===== src/verilog/sdt_consts.vh =====
// Offsets, field positions, reset values and command codes of the timing bank
// Assumes a byte-addressed AXI4-Lite window whose low eight bits select a register
`ifndef SDT_CONSTS_VH
`define SDT_CONSTS_VH
`define SDT_OFS_RDLAT 8'h14
`define SDT_OFS_WSD 8'h18
`define SDT_OFS_MLT 8'h1c
`define SDT_OFS_RAS 8'h20
`define SDT_OFS_RC 8'h24
`define SDT_OFS_RCD 8'h28
`define SDT_OFS_RFC 8'h2c
`define SDT_OFS_RP 8'h30
`define SDT_OFS_RRD 8'h34
`define SDT_OFS_WR 8'h38
`define SDT_OFS_STAT 8'h60
`define SDT_RST_RDLAT 4'h6
`define SDT_RST_WSD 2'h1
`define SDT_RST_MLT 7'h02
`define SDT_RST_RAS 4'h7
`define SDT_RST_RC 4'hb
`define SDT_RST_RCD 6'h1d
`define SDT_RST_RFC 10'h212
`define SDT_RST_RP 6'h1d
`define SDT_RST_RRD 4'h2
`define SDT_RST_WR 3'h3
`define SDT_LAT_WHOLE_HI 3
`define SDT_LAT_WHOLE_LO 1
`define SDT_LAT_HALF 0
`define SDT_SCHED_LO 3
`define SDT_RFC_SCHED_LO 5
`define SDT_SCHED_BIAS 3'h3
`define SDT_MEM_SDR 3'h0
`define SDT_MEM_MOBILE 3'h3
`define SDT_CMD_MODE 3'h0
`define SDT_CMD_ACT 3'h1
`define SDT_CMD_RD 3'h2
`define SDT_CMD_WR 3'h3
`define SDT_CMD_PRE 3'h4
`define SDT_CMD_REF 3'h5
`define SDT_RESP_OK 2'h0
`define SDT_RESP_SLVERR 2'h2
`define SDT_RESP_DECERR 2'h3
`endif


===== src/verilog/sdt_spacing_timer.v =====
// Down-counter that measures one minimum command spacing
// Assumes load is a one-cycle pulse at the issuing edge
module sdt_spacing_timer #(
  parameter W = 4
) (
  input wire aclk,
  input wire aresetn,
  input wire load,
  input wire [W-1:0] value,
  output wire done
);
  reg [W-1:0] cnt;

  // Spacing N lets the next command go N cycles later
  always @(posedge aclk) begin
    if (!aresetn) begin
      cnt <= {W{1'b0}};
    end else if (load) begin
      cnt <= (value == {W{1'b0}}) ? {W{1'b0}} : value - {{(W-1){1'b0}}, 1'b1};
    end else if (cnt != {W{1'b0}}) begin
      cnt <= cnt - {{(W-1){1'b0}}, 1'b1};
    end
  end

  assign done = (cnt == {W{1'b0}});
endmodule


===== src/verilog/sdt_bank_timers.v =====
// Per-bank spacing timers for one SDRAM bank
// Assumes the issue strobes are already qualified by bank select
module sdt_bank_timers (
  input wire aclk,
  input wire aresetn,
  input wire act,
  input wire pre,
  input wire wr,
  input wire [3:0] ras_val,
  input wire [3:0] rc_val,
  input wire [3:0] rcd_val,
  input wire [3:0] rp_val,
  input wire [2:0] wr_val,
  output wire act_ok,
  output wire pre_ok,
  output wire col_ok
);
  wire ras_done;
  wire rc_done;
  wire rcd_done;
  wire rp_done;
  wire wr_done;

  sdt_spacing_timer #(.W(4)) u_ras (.aclk(aclk), .aresetn(aresetn), .load(act), .value(ras_val), .done(ras_done));
  sdt_spacing_timer #(.W(4)) u_rc (.aclk(aclk), .aresetn(aresetn), .load(act), .value(rc_val), .done(rc_done));
  sdt_spacing_timer #(.W(4)) u_rcd (.aclk(aclk), .aresetn(aresetn), .load(act), .value(rcd_val), .done(rcd_done));
  sdt_spacing_timer #(.W(4)) u_rp (.aclk(aclk), .aresetn(aresetn), .load(pre), .value(rp_val), .done(rp_done));
  sdt_spacing_timer #(.W(3)) u_wr (.aclk(aclk), .aresetn(aresetn), .load(wr), .value(wr_val), .done(wr_done));

  assign act_ok = rc_done & rp_done;
  assign pre_ok = ras_done & wr_done;
  assign col_ok = rcd_done;
endmodule


===== src/verilog/sdt_timing_bank.v =====
// SDRAM timing parameter registers with command spacing gate
// Assumes an AXI4-Lite master and a command scheduler on the same aclk
`include "sdt_consts.vh"

module sdt_timing_bank #(
  parameter NB = 4
) (
  input wire aclk,
  input wire aresetn,
  input wire [7:0] s_axi_awaddr,
  input wire [2:0] s_axi_awprot,
  input wire s_axi_awvalid,
  output wire s_axi_awready,
  input wire [31:0] s_axi_wdata,
  input wire [3:0] s_axi_wstrb,
  input wire s_axi_wvalid,
  output wire s_axi_wready,
  output reg [1:0] s_axi_bresp,
  output reg s_axi_bvalid,
  input wire s_axi_bready,
  input wire [7:0] s_axi_araddr,
  input wire [2:0] s_axi_arprot,
  input wire s_axi_arvalid,
  output wire s_axi_arready,
  output reg [31:0] s_axi_rdata,
  output reg [1:0] s_axi_rresp,
  output reg s_axi_rvalid,
  input wire s_axi_rready,
  input wire ctrl_in_config,
  input wire ctrl_in_low_power,
  input wire [2:0] memory_type,
  input wire cmd_valid,
  input wire [2:0] cmd_kind,
  input wire [1:0] cmd_bank,
  output wire cmd_ready,
  output reg [2:0] read_latency_whole,
  output reg read_latency_half,
  output reg [1:0] write_strobe_delay
);
  reg [3:0] read_latency_reg;
  reg [1:0] write_strobe_delay_reg;
  reg [6:0] mode_load_time_reg;
  reg [3:0] row_active_min_reg;
  reg [3:0] row_cycle_time_reg;
  reg [5:0] row_to_column_delay_reg;
  reg [9:0] refresh_cmd_time_reg;
  reg [5:0] precharge_time_reg;
  reg [3:0] bank_to_bank_delay_reg;
  reg [2:0] write_recovery_time_reg;

  reg aw_hold;
  reg w_hold;
  reg [7:0] aw_addr;
  reg [31:0] w_data;
  reg [3:0] w_strb;

  wire access_open;
  wire wr_go;
  wire ar_go;
  wire [31:0] wr_merged;
  wire [31:0] stat_view;
  wire mobile_or_sdr;
  wire glob_ok;
  wire [NB-1:0] bank_act_ok;
  wire [NB-1:0] bank_pre_ok;
  wire [NB-1:0] bank_col_ok;
  wire mode_done;
  wire rfc_done;
  wire rrd_done;
  wire issue;
  reg kind_ok;
  reg [3:0] rcd_eff;
  reg [5:0] rfc_eff;
  reg [3:0] rp_eff;

  // Register decode, shared by read and write paths
  function is_timing;
    input [7:0] a;
    begin
      case (a)
        `SDT_OFS_RDLAT, `SDT_OFS_WSD, `SDT_OFS_MLT, `SDT_OFS_RAS, `SDT_OFS_RC,
        `SDT_OFS_RCD, `SDT_OFS_RFC, `SDT_OFS_RP, `SDT_OFS_RRD, `SDT_OFS_WR: is_timing = 1'b1;
        default: is_timing = 1'b0;
      endcase
    end
  endfunction

  // Zero-extended view of a timing register
  function [31:0] reg_view;
    input [7:0] a;
    begin
      case (a)
        `SDT_OFS_RDLAT: reg_view = {28'h0000000, read_latency_reg};
        `SDT_OFS_WSD: reg_view = {30'h00000000, write_strobe_delay_reg};
        `SDT_OFS_MLT: reg_view = {25'h0000000, mode_load_time_reg};
        `SDT_OFS_RAS: reg_view = {28'h0000000, row_active_min_reg};
        `SDT_OFS_RC: reg_view = {28'h0000000, row_cycle_time_reg};
        `SDT_OFS_RCD: reg_view = {26'h0000000, row_to_column_delay_reg};
        `SDT_OFS_RFC: reg_view = {22'h000000, refresh_cmd_time_reg};
        `SDT_OFS_RP: reg_view = {26'h0000000, precharge_time_reg};
        `SDT_OFS_RRD: reg_view = {28'h0000000, bank_to_bank_delay_reg};
        `SDT_OFS_WR: reg_view = {29'h00000000, write_recovery_time_reg};
        default: reg_view = 32'h00000000;
      endcase
    end
  endfunction

  // Byte-lane merge of write data into old contents
  function [31:0] lane_merge;
    input [31:0] old;
    input [31:0] d;
    input [3:0] s;
    integer i;
    begin
      lane_merge = old;
      for (i = 0; i < 4; i = i + 1) begin
        if (s[i]) begin
          lane_merge[i*8 +: 8] = d[i*8 +: 8];
        end
      end
    end
  endfunction

  assign access_open = ctrl_in_config | ctrl_in_low_power;

  assign s_axi_awready = !aw_hold && !s_axi_bvalid;
  assign s_axi_wready = !w_hold && !s_axi_bvalid;
  assign s_axi_arready = !s_axi_rvalid;
  assign wr_go = aw_hold && w_hold && !s_axi_bvalid;
  assign ar_go = s_axi_arvalid && !s_axi_rvalid;
  assign wr_merged = lane_merge(reg_view(aw_addr), w_data, w_strb);

  // Address and data may arrive in either order
  always @(posedge aclk) begin
    if (!aresetn) begin
      aw_hold <= 1'b0;
      w_hold <= 1'b0;
      aw_addr <= 8'h00;
      w_data <= 32'h00000000;
      w_strb <= 4'h0;
    end else begin
      if (s_axi_awvalid && s_axi_awready) begin
        aw_hold <= 1'b1;
        aw_addr <= {s_axi_awaddr[7:2], 2'b00};
      end else if (wr_go) begin
        aw_hold <= 1'b0;
      end
      if (s_axi_wvalid && s_axi_wready) begin
        w_hold <= 1'b1;
        w_data <= s_axi_wdata;
        w_strb <= s_axi_wstrb;
      end else if (wr_go) begin
        w_hold <= 1'b0;
      end
    end
  end

  always @(posedge aclk) begin
    if (!aresetn) begin
      s_axi_bvalid <= 1'b0;
      s_axi_bresp <= `SDT_RESP_OK;
    end else if (wr_go) begin
      s_axi_bvalid <= 1'b1;
      if (!is_timing(aw_addr) && aw_addr != `SDT_OFS_STAT) begin
        s_axi_bresp <= `SDT_RESP_DECERR;
      end else if (!access_open || aw_addr == `SDT_OFS_STAT) begin
        s_axi_bresp <= `SDT_RESP_SLVERR;
      end else begin
        s_axi_bresp <= `SDT_RESP_OK;
      end
    end else if (s_axi_bready) begin
      s_axi_bvalid <= 1'b0;
    end
  end

  always @(posedge aclk) begin
    if (!aresetn) begin
      read_latency_reg <= `SDT_RST_RDLAT;
      write_strobe_delay_reg <= `SDT_RST_WSD;
      mode_load_time_reg <= `SDT_RST_MLT;
      row_active_min_reg <= `SDT_RST_RAS;
      row_cycle_time_reg <= `SDT_RST_RC;
      row_to_column_delay_reg <= `SDT_RST_RCD;
      refresh_cmd_time_reg <= `SDT_RST_RFC;
      precharge_time_reg <= `SDT_RST_RP;
      bank_to_bank_delay_reg <= `SDT_RST_RRD;
      write_recovery_time_reg <= `SDT_RST_WR;
    end else if (wr_go && access_open) begin
      case (aw_addr)
        `SDT_OFS_RDLAT: read_latency_reg <= wr_merged[3:0];
        `SDT_OFS_WSD: write_strobe_delay_reg <= wr_merged[1:0];
        `SDT_OFS_MLT: mode_load_time_reg <= wr_merged[6:0];
        `SDT_OFS_RAS: row_active_min_reg <= wr_merged[3:0];
        `SDT_OFS_RC: row_cycle_time_reg <= wr_merged[3:0];
        `SDT_OFS_RCD: row_to_column_delay_reg <= wr_merged[5:0];
        `SDT_OFS_RFC: refresh_cmd_time_reg <= wr_merged[9:0];
        `SDT_OFS_RP: precharge_time_reg <= wr_merged[5:0];
        `SDT_OFS_RRD: bank_to_bank_delay_reg <= wr_merged[3:0];
        `SDT_OFS_WR: write_recovery_time_reg <= wr_merged[2:0];
        default: read_latency_reg <= read_latency_reg;
      endcase
    end
  end

  assign stat_view = {22'h000000, {(8-NB){1'b0}}, bank_act_ok, access_open, glob_ok};

  always @(posedge aclk) begin
    if (!aresetn) begin
      s_axi_rvalid <= 1'b0;
      s_axi_rdata <= 32'h00000000;
      s_axi_rresp <= `SDT_RESP_OK;
    end else if (ar_go) begin
      s_axi_rvalid <= 1'b1;
      if ({s_axi_araddr[7:2], 2'b00} == `SDT_OFS_STAT) begin
        s_axi_rdata <= stat_view;
        s_axi_rresp <= `SDT_RESP_OK;
      end else if (!is_timing({s_axi_araddr[7:2], 2'b00})) begin
        s_axi_rdata <= 32'h00000000;
        s_axi_rresp <= `SDT_RESP_DECERR;
      end else if (!access_open) begin
        s_axi_rdata <= 32'h00000000;
        s_axi_rresp <= `SDT_RESP_SLVERR;
      end else begin
        s_axi_rdata <= reg_view({s_axi_araddr[7:2], 2'b00});
        s_axi_rresp <= `SDT_RESP_OK;
      end
    end else if (s_axi_rready) begin
      s_axi_rvalid <= 1'b0;
    end
  end

  assign mobile_or_sdr = (memory_type == `SDT_MEM_MOBILE) || (memory_type == `SDT_MEM_SDR);

  always @(posedge aclk) begin
    if (!aresetn) begin
      read_latency_whole <= 3'h0;
      read_latency_half <= 1'b0;
      write_strobe_delay <= 2'h0;
    end else begin
      read_latency_whole <= read_latency_reg[`SDT_LAT_WHOLE_HI:`SDT_LAT_WHOLE_LO];
      read_latency_half <= read_latency_reg[`SDT_LAT_HALF] & !mobile_or_sdr;
      write_strobe_delay <= write_strobe_delay_reg;
    end
  end

  // Spacing is the larger of memory count and schedule count
  always @* begin
    rcd_eff = {1'b0, row_to_column_delay_reg[2:0]};
    if ({1'b0, row_to_column_delay_reg[5:3]} + {1'b0, `SDT_SCHED_BIAS} > rcd_eff) begin
      rcd_eff = {1'b0, row_to_column_delay_reg[5:3]} + {1'b0, `SDT_SCHED_BIAS};
    end
    rfc_eff = {1'b0, refresh_cmd_time_reg[4:0]};
    if ({1'b0, refresh_cmd_time_reg[9:5]} + {3'b000, `SDT_SCHED_BIAS} > rfc_eff) begin
      rfc_eff = {1'b0, refresh_cmd_time_reg[9:5]} + {3'b000, `SDT_SCHED_BIAS};
    end
    rp_eff = {1'b0, precharge_time_reg[2:0]};
    if ({1'b0, precharge_time_reg[5:3]} + {1'b0, `SDT_SCHED_BIAS} > rp_eff) begin
      rp_eff = {1'b0, precharge_time_reg[5:3]} + {1'b0, `SDT_SCHED_BIAS};
    end
  end

  assign issue = cmd_valid & cmd_ready;

  sdt_spacing_timer #(.W(7)) u_mode (
    .aclk(aclk),
    .aresetn(aresetn),
    .load(issue && cmd_kind == `SDT_CMD_MODE),
    .value(mode_load_time_reg),
    .done(mode_done)
  );

  sdt_spacing_timer #(.W(6)) u_rfc (
    .aclk(aclk),
    .aresetn(aresetn),
    .load(issue && cmd_kind == `SDT_CMD_REF),
    .value(rfc_eff),
    .done(rfc_done)
  );

  sdt_spacing_timer #(.W(4)) u_rrd (
    .aclk(aclk),
    .aresetn(aresetn),
    .load(issue && cmd_kind == `SDT_CMD_ACT),
    .value(bank_to_bank_delay_reg),
    .done(rrd_done)
  );

  genvar b;
  generate
    for (b = 0; b < NB; b = b + 1) begin : g_bank
      wire hit;
      assign hit = issue && ({30'b0, cmd_bank} == b);
      sdt_bank_timers u_bank (
        .aclk(aclk),
        .aresetn(aresetn),
        .act(hit && cmd_kind == `SDT_CMD_ACT),
        .pre(hit && cmd_kind == `SDT_CMD_PRE),
        .wr(hit && cmd_kind == `SDT_CMD_WR),
        .ras_val(row_active_min_reg),
        .rc_val(row_cycle_time_reg),
        .rcd_val(rcd_eff),
        .rp_val(rp_eff),
        .wr_val(write_recovery_time_reg),
        .act_ok(bank_act_ok[b]),
        .pre_ok(bank_pre_ok[b]),
        .col_ok(bank_col_ok[b])
      );
    end
  endgenerate

  assign glob_ok = mode_done & rfc_done;

  always @* begin
    case (cmd_kind)
      `SDT_CMD_ACT: kind_ok = bank_act_ok[cmd_bank] & rrd_done;
      `SDT_CMD_RD: kind_ok = bank_col_ok[cmd_bank];
      `SDT_CMD_WR: kind_ok = bank_col_ok[cmd_bank];
      `SDT_CMD_PRE: kind_ok = bank_pre_ok[cmd_bank];
      `SDT_CMD_REF: kind_ok = &bank_act_ok;
      `SDT_CMD_MODE: kind_ok = &bank_act_ok;
      default: kind_ok = 1'b1;
    endcase
  end

  assign cmd_ready = glob_ok & kind_ok;
endmodule


===== config.mk =====
export PLATFORM = sky130hd
export DESIGN_NAME = sdt_timing_bank
export DESIGN_NICKNAME = d
export VERILOG_FILES = /design/src/verilog/sdt_spacing_timer.v /design/src/verilog/sdt_bank_timers.v /design/src/verilog/sdt_timing_bank.v
export VERILOG_INCLUDE_DIRS = /design/src /design/src/verilog
export SDC_FILE = /design/constraint.sdc
export NUM_CORES = 1
export LEC_CHECK = 0
export ABC_AREA = 0
export BUFFER_PORTS_ARGS = -buffer_cell sky130_fd_sc_hd__buf_2
export CAP_MARGIN = 40
export CORE_MARGIN = 2
export CORE_UTILIZATION = 55
export DETAILED_ROUTE_END_ITERATION = 8
export PLACE_DENSITY = 0.84
export RECOVER_POWER = 100
export SYNTH_ARGS = -nofsm -noshare
export SYNTH_HDL_FRONTEND = slang
export SYNTH_SLANG_ARGS = --single-unit

===== constraint.sdc =====
create_clock -name aclk -period 9.2 [get_ports aclk]
set_clock_uncertainty 0.1 [all_clocks]
set_input_delay 1.38 -clock aclk [delete_from_list [all_inputs] [get_ports aclk]]
set_output_delay 1.38 -clock aclk [all_outputs]
set_load 0.05 [all_outputs]

==> impl_metrics.tcl <==
set metrics [dict create \
    status "finished with violations" \
    violations "max-capacitance violations, max-slew violations" \
    synth_area_um2 11700 \
    nNetsFinal 1589 \
    cpMostUsedCell "clkbuf_1" \
    p_leak_uw 0.00554 \
    route.detailed.drc 0 \
    report.final.setup_viol 0 \
    final_hold_viol_count 0 \
    pwr-share-comb 0.419 \
    hpwl_mm 21.8 \
    max_freq_ghz 0.147 \
    synthFlopType "dfxtp_1" \
    fp.dieW_um 150 \
    clkPwrFrac 0.229 \
    cp_data_required_time_ps 9430 \
    num_rows 53 \
    synthArstFlopShare 0 \
    pre_cts_ws_ps 3940 \
    grt_max_degree 79 \
    via_count 10600 \
    die_area_um2 22500 \
    drv_cap 3 \
    fin_setup_tns_ps 0 \
    p_sw_uw 1250 \
    drt_first_pass_iters 6 \
    drive_gt1_frac 0.0930 \
    drt_iter0_drc 984 \
    cp-startpoint "aresetn" \
    postRouteAntennaNets 0 \
    min_period_ps 6790 \
    slowest_delay_ps 2480 \
    slew_headroom -1.24 \
    clk_latency_ps 440 \
    synthCells 1427 \
    ios 124 \
    port_buffers 67 \
    post_cts_resized 0 \
    synth_seq_cells 185 \
    numCtsBuffers 17 \
    wirelength_mm 30.2 \
    wl_per_cell_um 17.4 \
    path_cells "clkbuf_1 > clkbuf_1 > o21ai_0 > mux2i_1" \
    worst-setup-path-type "in -> reg" \
    syn2layout_area_growth_pct 7.26 \
    floorplan.initialDensity 0.560 \
    min_from "w_data[7]" \
    synth.distinct_cells 88 \
    root_buffer "clkbuf_16" \
    gp_congestion 0.966 \
    path_max_fanout 78 \
    antenna_found_initial 0 \
    cp_slowest_cell "clkbuf_1" \
    overflow 0 \
    slew_violations 196 \
    critPathCaptureType "register" \
    core_area_um2 21000 \
    r2r_slack_ps 4830 \
    htreeDepth 4 \
    placed_area_um2 12100 \
    arrival_ps 7020 \
    grt_use_total 0.274 \
    numClockSinks 185 \
    swShare 0.384 \
    syn_area_per_cell_um2 8.22 \
    p_total_uw 3270 \
    yosys_warnings 0 \
    fin_ws_ps 2410 \
    hold_buffers 0 \
    synth_edf_count 0 \
    yosysSeqAreaShare 0.316 \
    rsz0062_at_grt "false" \
    powerDensity_nw_per_um2 260 \
    path_clk_slew_ps 70 \
    finalCritPeriodShare 0.738 \
    diodes 0 \
    r2r_start "refresh_cmd_time_reg[5]" \
    yosys.area.top_type "dfxtp_1" \
    cts_setup_buffers 0 \
    clockBufferDepth 2 \
    hp-class "reg -> reg" \
    critPathLaunchType "input port" \
    dieHeight_um 150 \
    tightest_slew_ps 3360 \
    synth_top_area_frac 0.316 \
    irDropWorstVdd_uv 134 \
    yosys-top-cells-area "dfxtp_1, mux2i_1, ha_1" \
    seqPwrFrac 0.352 \
    grt_pass1_wl_mm 49.8 \
    intPower_uw 2010 \
    grt_pass1_vias 10200 \
    fin_area_um2 12600 \
    cts_tree "built" \
    vias_per_cell 6.11 \
]
-- cell usage in the layout (no fill, tap or decap), types with 34 or more instances in the layout --
| master | n |
|---|---|
| a21oi_1 | 68 |
| buf_2 | 42 |
| dfxtp_1 | 185 |
| ha_1 | 63 |
| inv_1 | 94 |
| mux2i_1 | 103 |
| nand2_1 | 189 |
| nand3_1 | 39 |
| nor2_1 | 82 |
| nor3_1 | 47 |
| o211ai_1 | 34 |
| o21ai_0 | 61 |
| xnor2_1 | 34 |
-- path summary, 6_finish.rpt --
check | cells past startpoint | endpoint
setup reg to reg | 16 | u_rfc.cnt[2]
hold / removal | 2 | w_data[7]
setup / recovery | 4 | g_bank[1].u_bank.u_rp.cnt[0]
hold reg to reg | 2 | w_data[7]
-- cell usage after synthesis, drive strengths merged (7+ instances only) --
cell / count
nand2: 191
dfxtp: 185
mux2i: 103
inv: 95
nor2: 82
a21oi: 68
o21ai: 67
ha: 63
clkbuf: 53
nor3: 47
buf: 43
nand3: 39
o211ai: 35
xnor2: 34
or3: 25
nor2b: 20
a21o: 18
a22oi: 17
or3b: 15
mux2: 14
nor3b: 13
o22ai: 13
and2: 12
and3: 12
a211oi: 11
o31ai: 11
xor2: 11
nand2b: 10
a221oi: 7
o2111ai: 7
o21a: 7
or2: 7
-- logic make-up after synthesis --
kind of cell	after synthesis	share of synthesized area
other cells	1	0.000320
flops	185	0.316
buf+inv	192	0.0770
simple gates	506	0.216
xor+xnor	45	0.0336
fa+ha+maj	63	0.0672
compound gates	318	0.189
mux	117	0.101
-- metal layers --
layer	vias up	routed length, um	track usage
met4	0	1360	0.125
met3	111	1980	0.0524
met5	-	0	0
met2	451	14200	0.462
met1	4964	12700	0.337
li1	5088	-	-
-- worst max-delay path: cells and delay by family --
kind	cells	cell delay, ps
compound gates	1	1130
buf+inv	2	4040
mux	1	420
-- power groups by stage --
stage	registers (uW)	logic, uW	clock network (uW)
after floorplan	1130	1120	0
after global placement	1140	1270	0
after detailed placement	1160	1350	0
after CTS	1140	1370	754
after global routing	1170	1540	789
final	1150	1370	748
-- metrics by stage --
step	instances	util	hold WS [ps]
floorplan	1448	-	332
global placement	1701	0.573	344
detailed placement	1706	0.576	351
CTS	1737	0.604	362
global route	1737	0.600	387
finish	1737	0.600	359
-- cell type report --
| cell class | count | area [um^2] |
|---|---|---|
| Tap cell | 275 | 344 |
| Multi-Input combinational cell | 1071 | 7200 |
| Clock inverter | 11 | 136 |
| Inverter | 96 | 360 |
| Sequential cell | 185 | 3700 |
| Timing Repair Buffer | 79 | 389 |
| Clock buffer | 20 | 447 |
| Fill cell | 1838 | 8370 |
No activity file was read; power rests on OpenSTA's default activity.
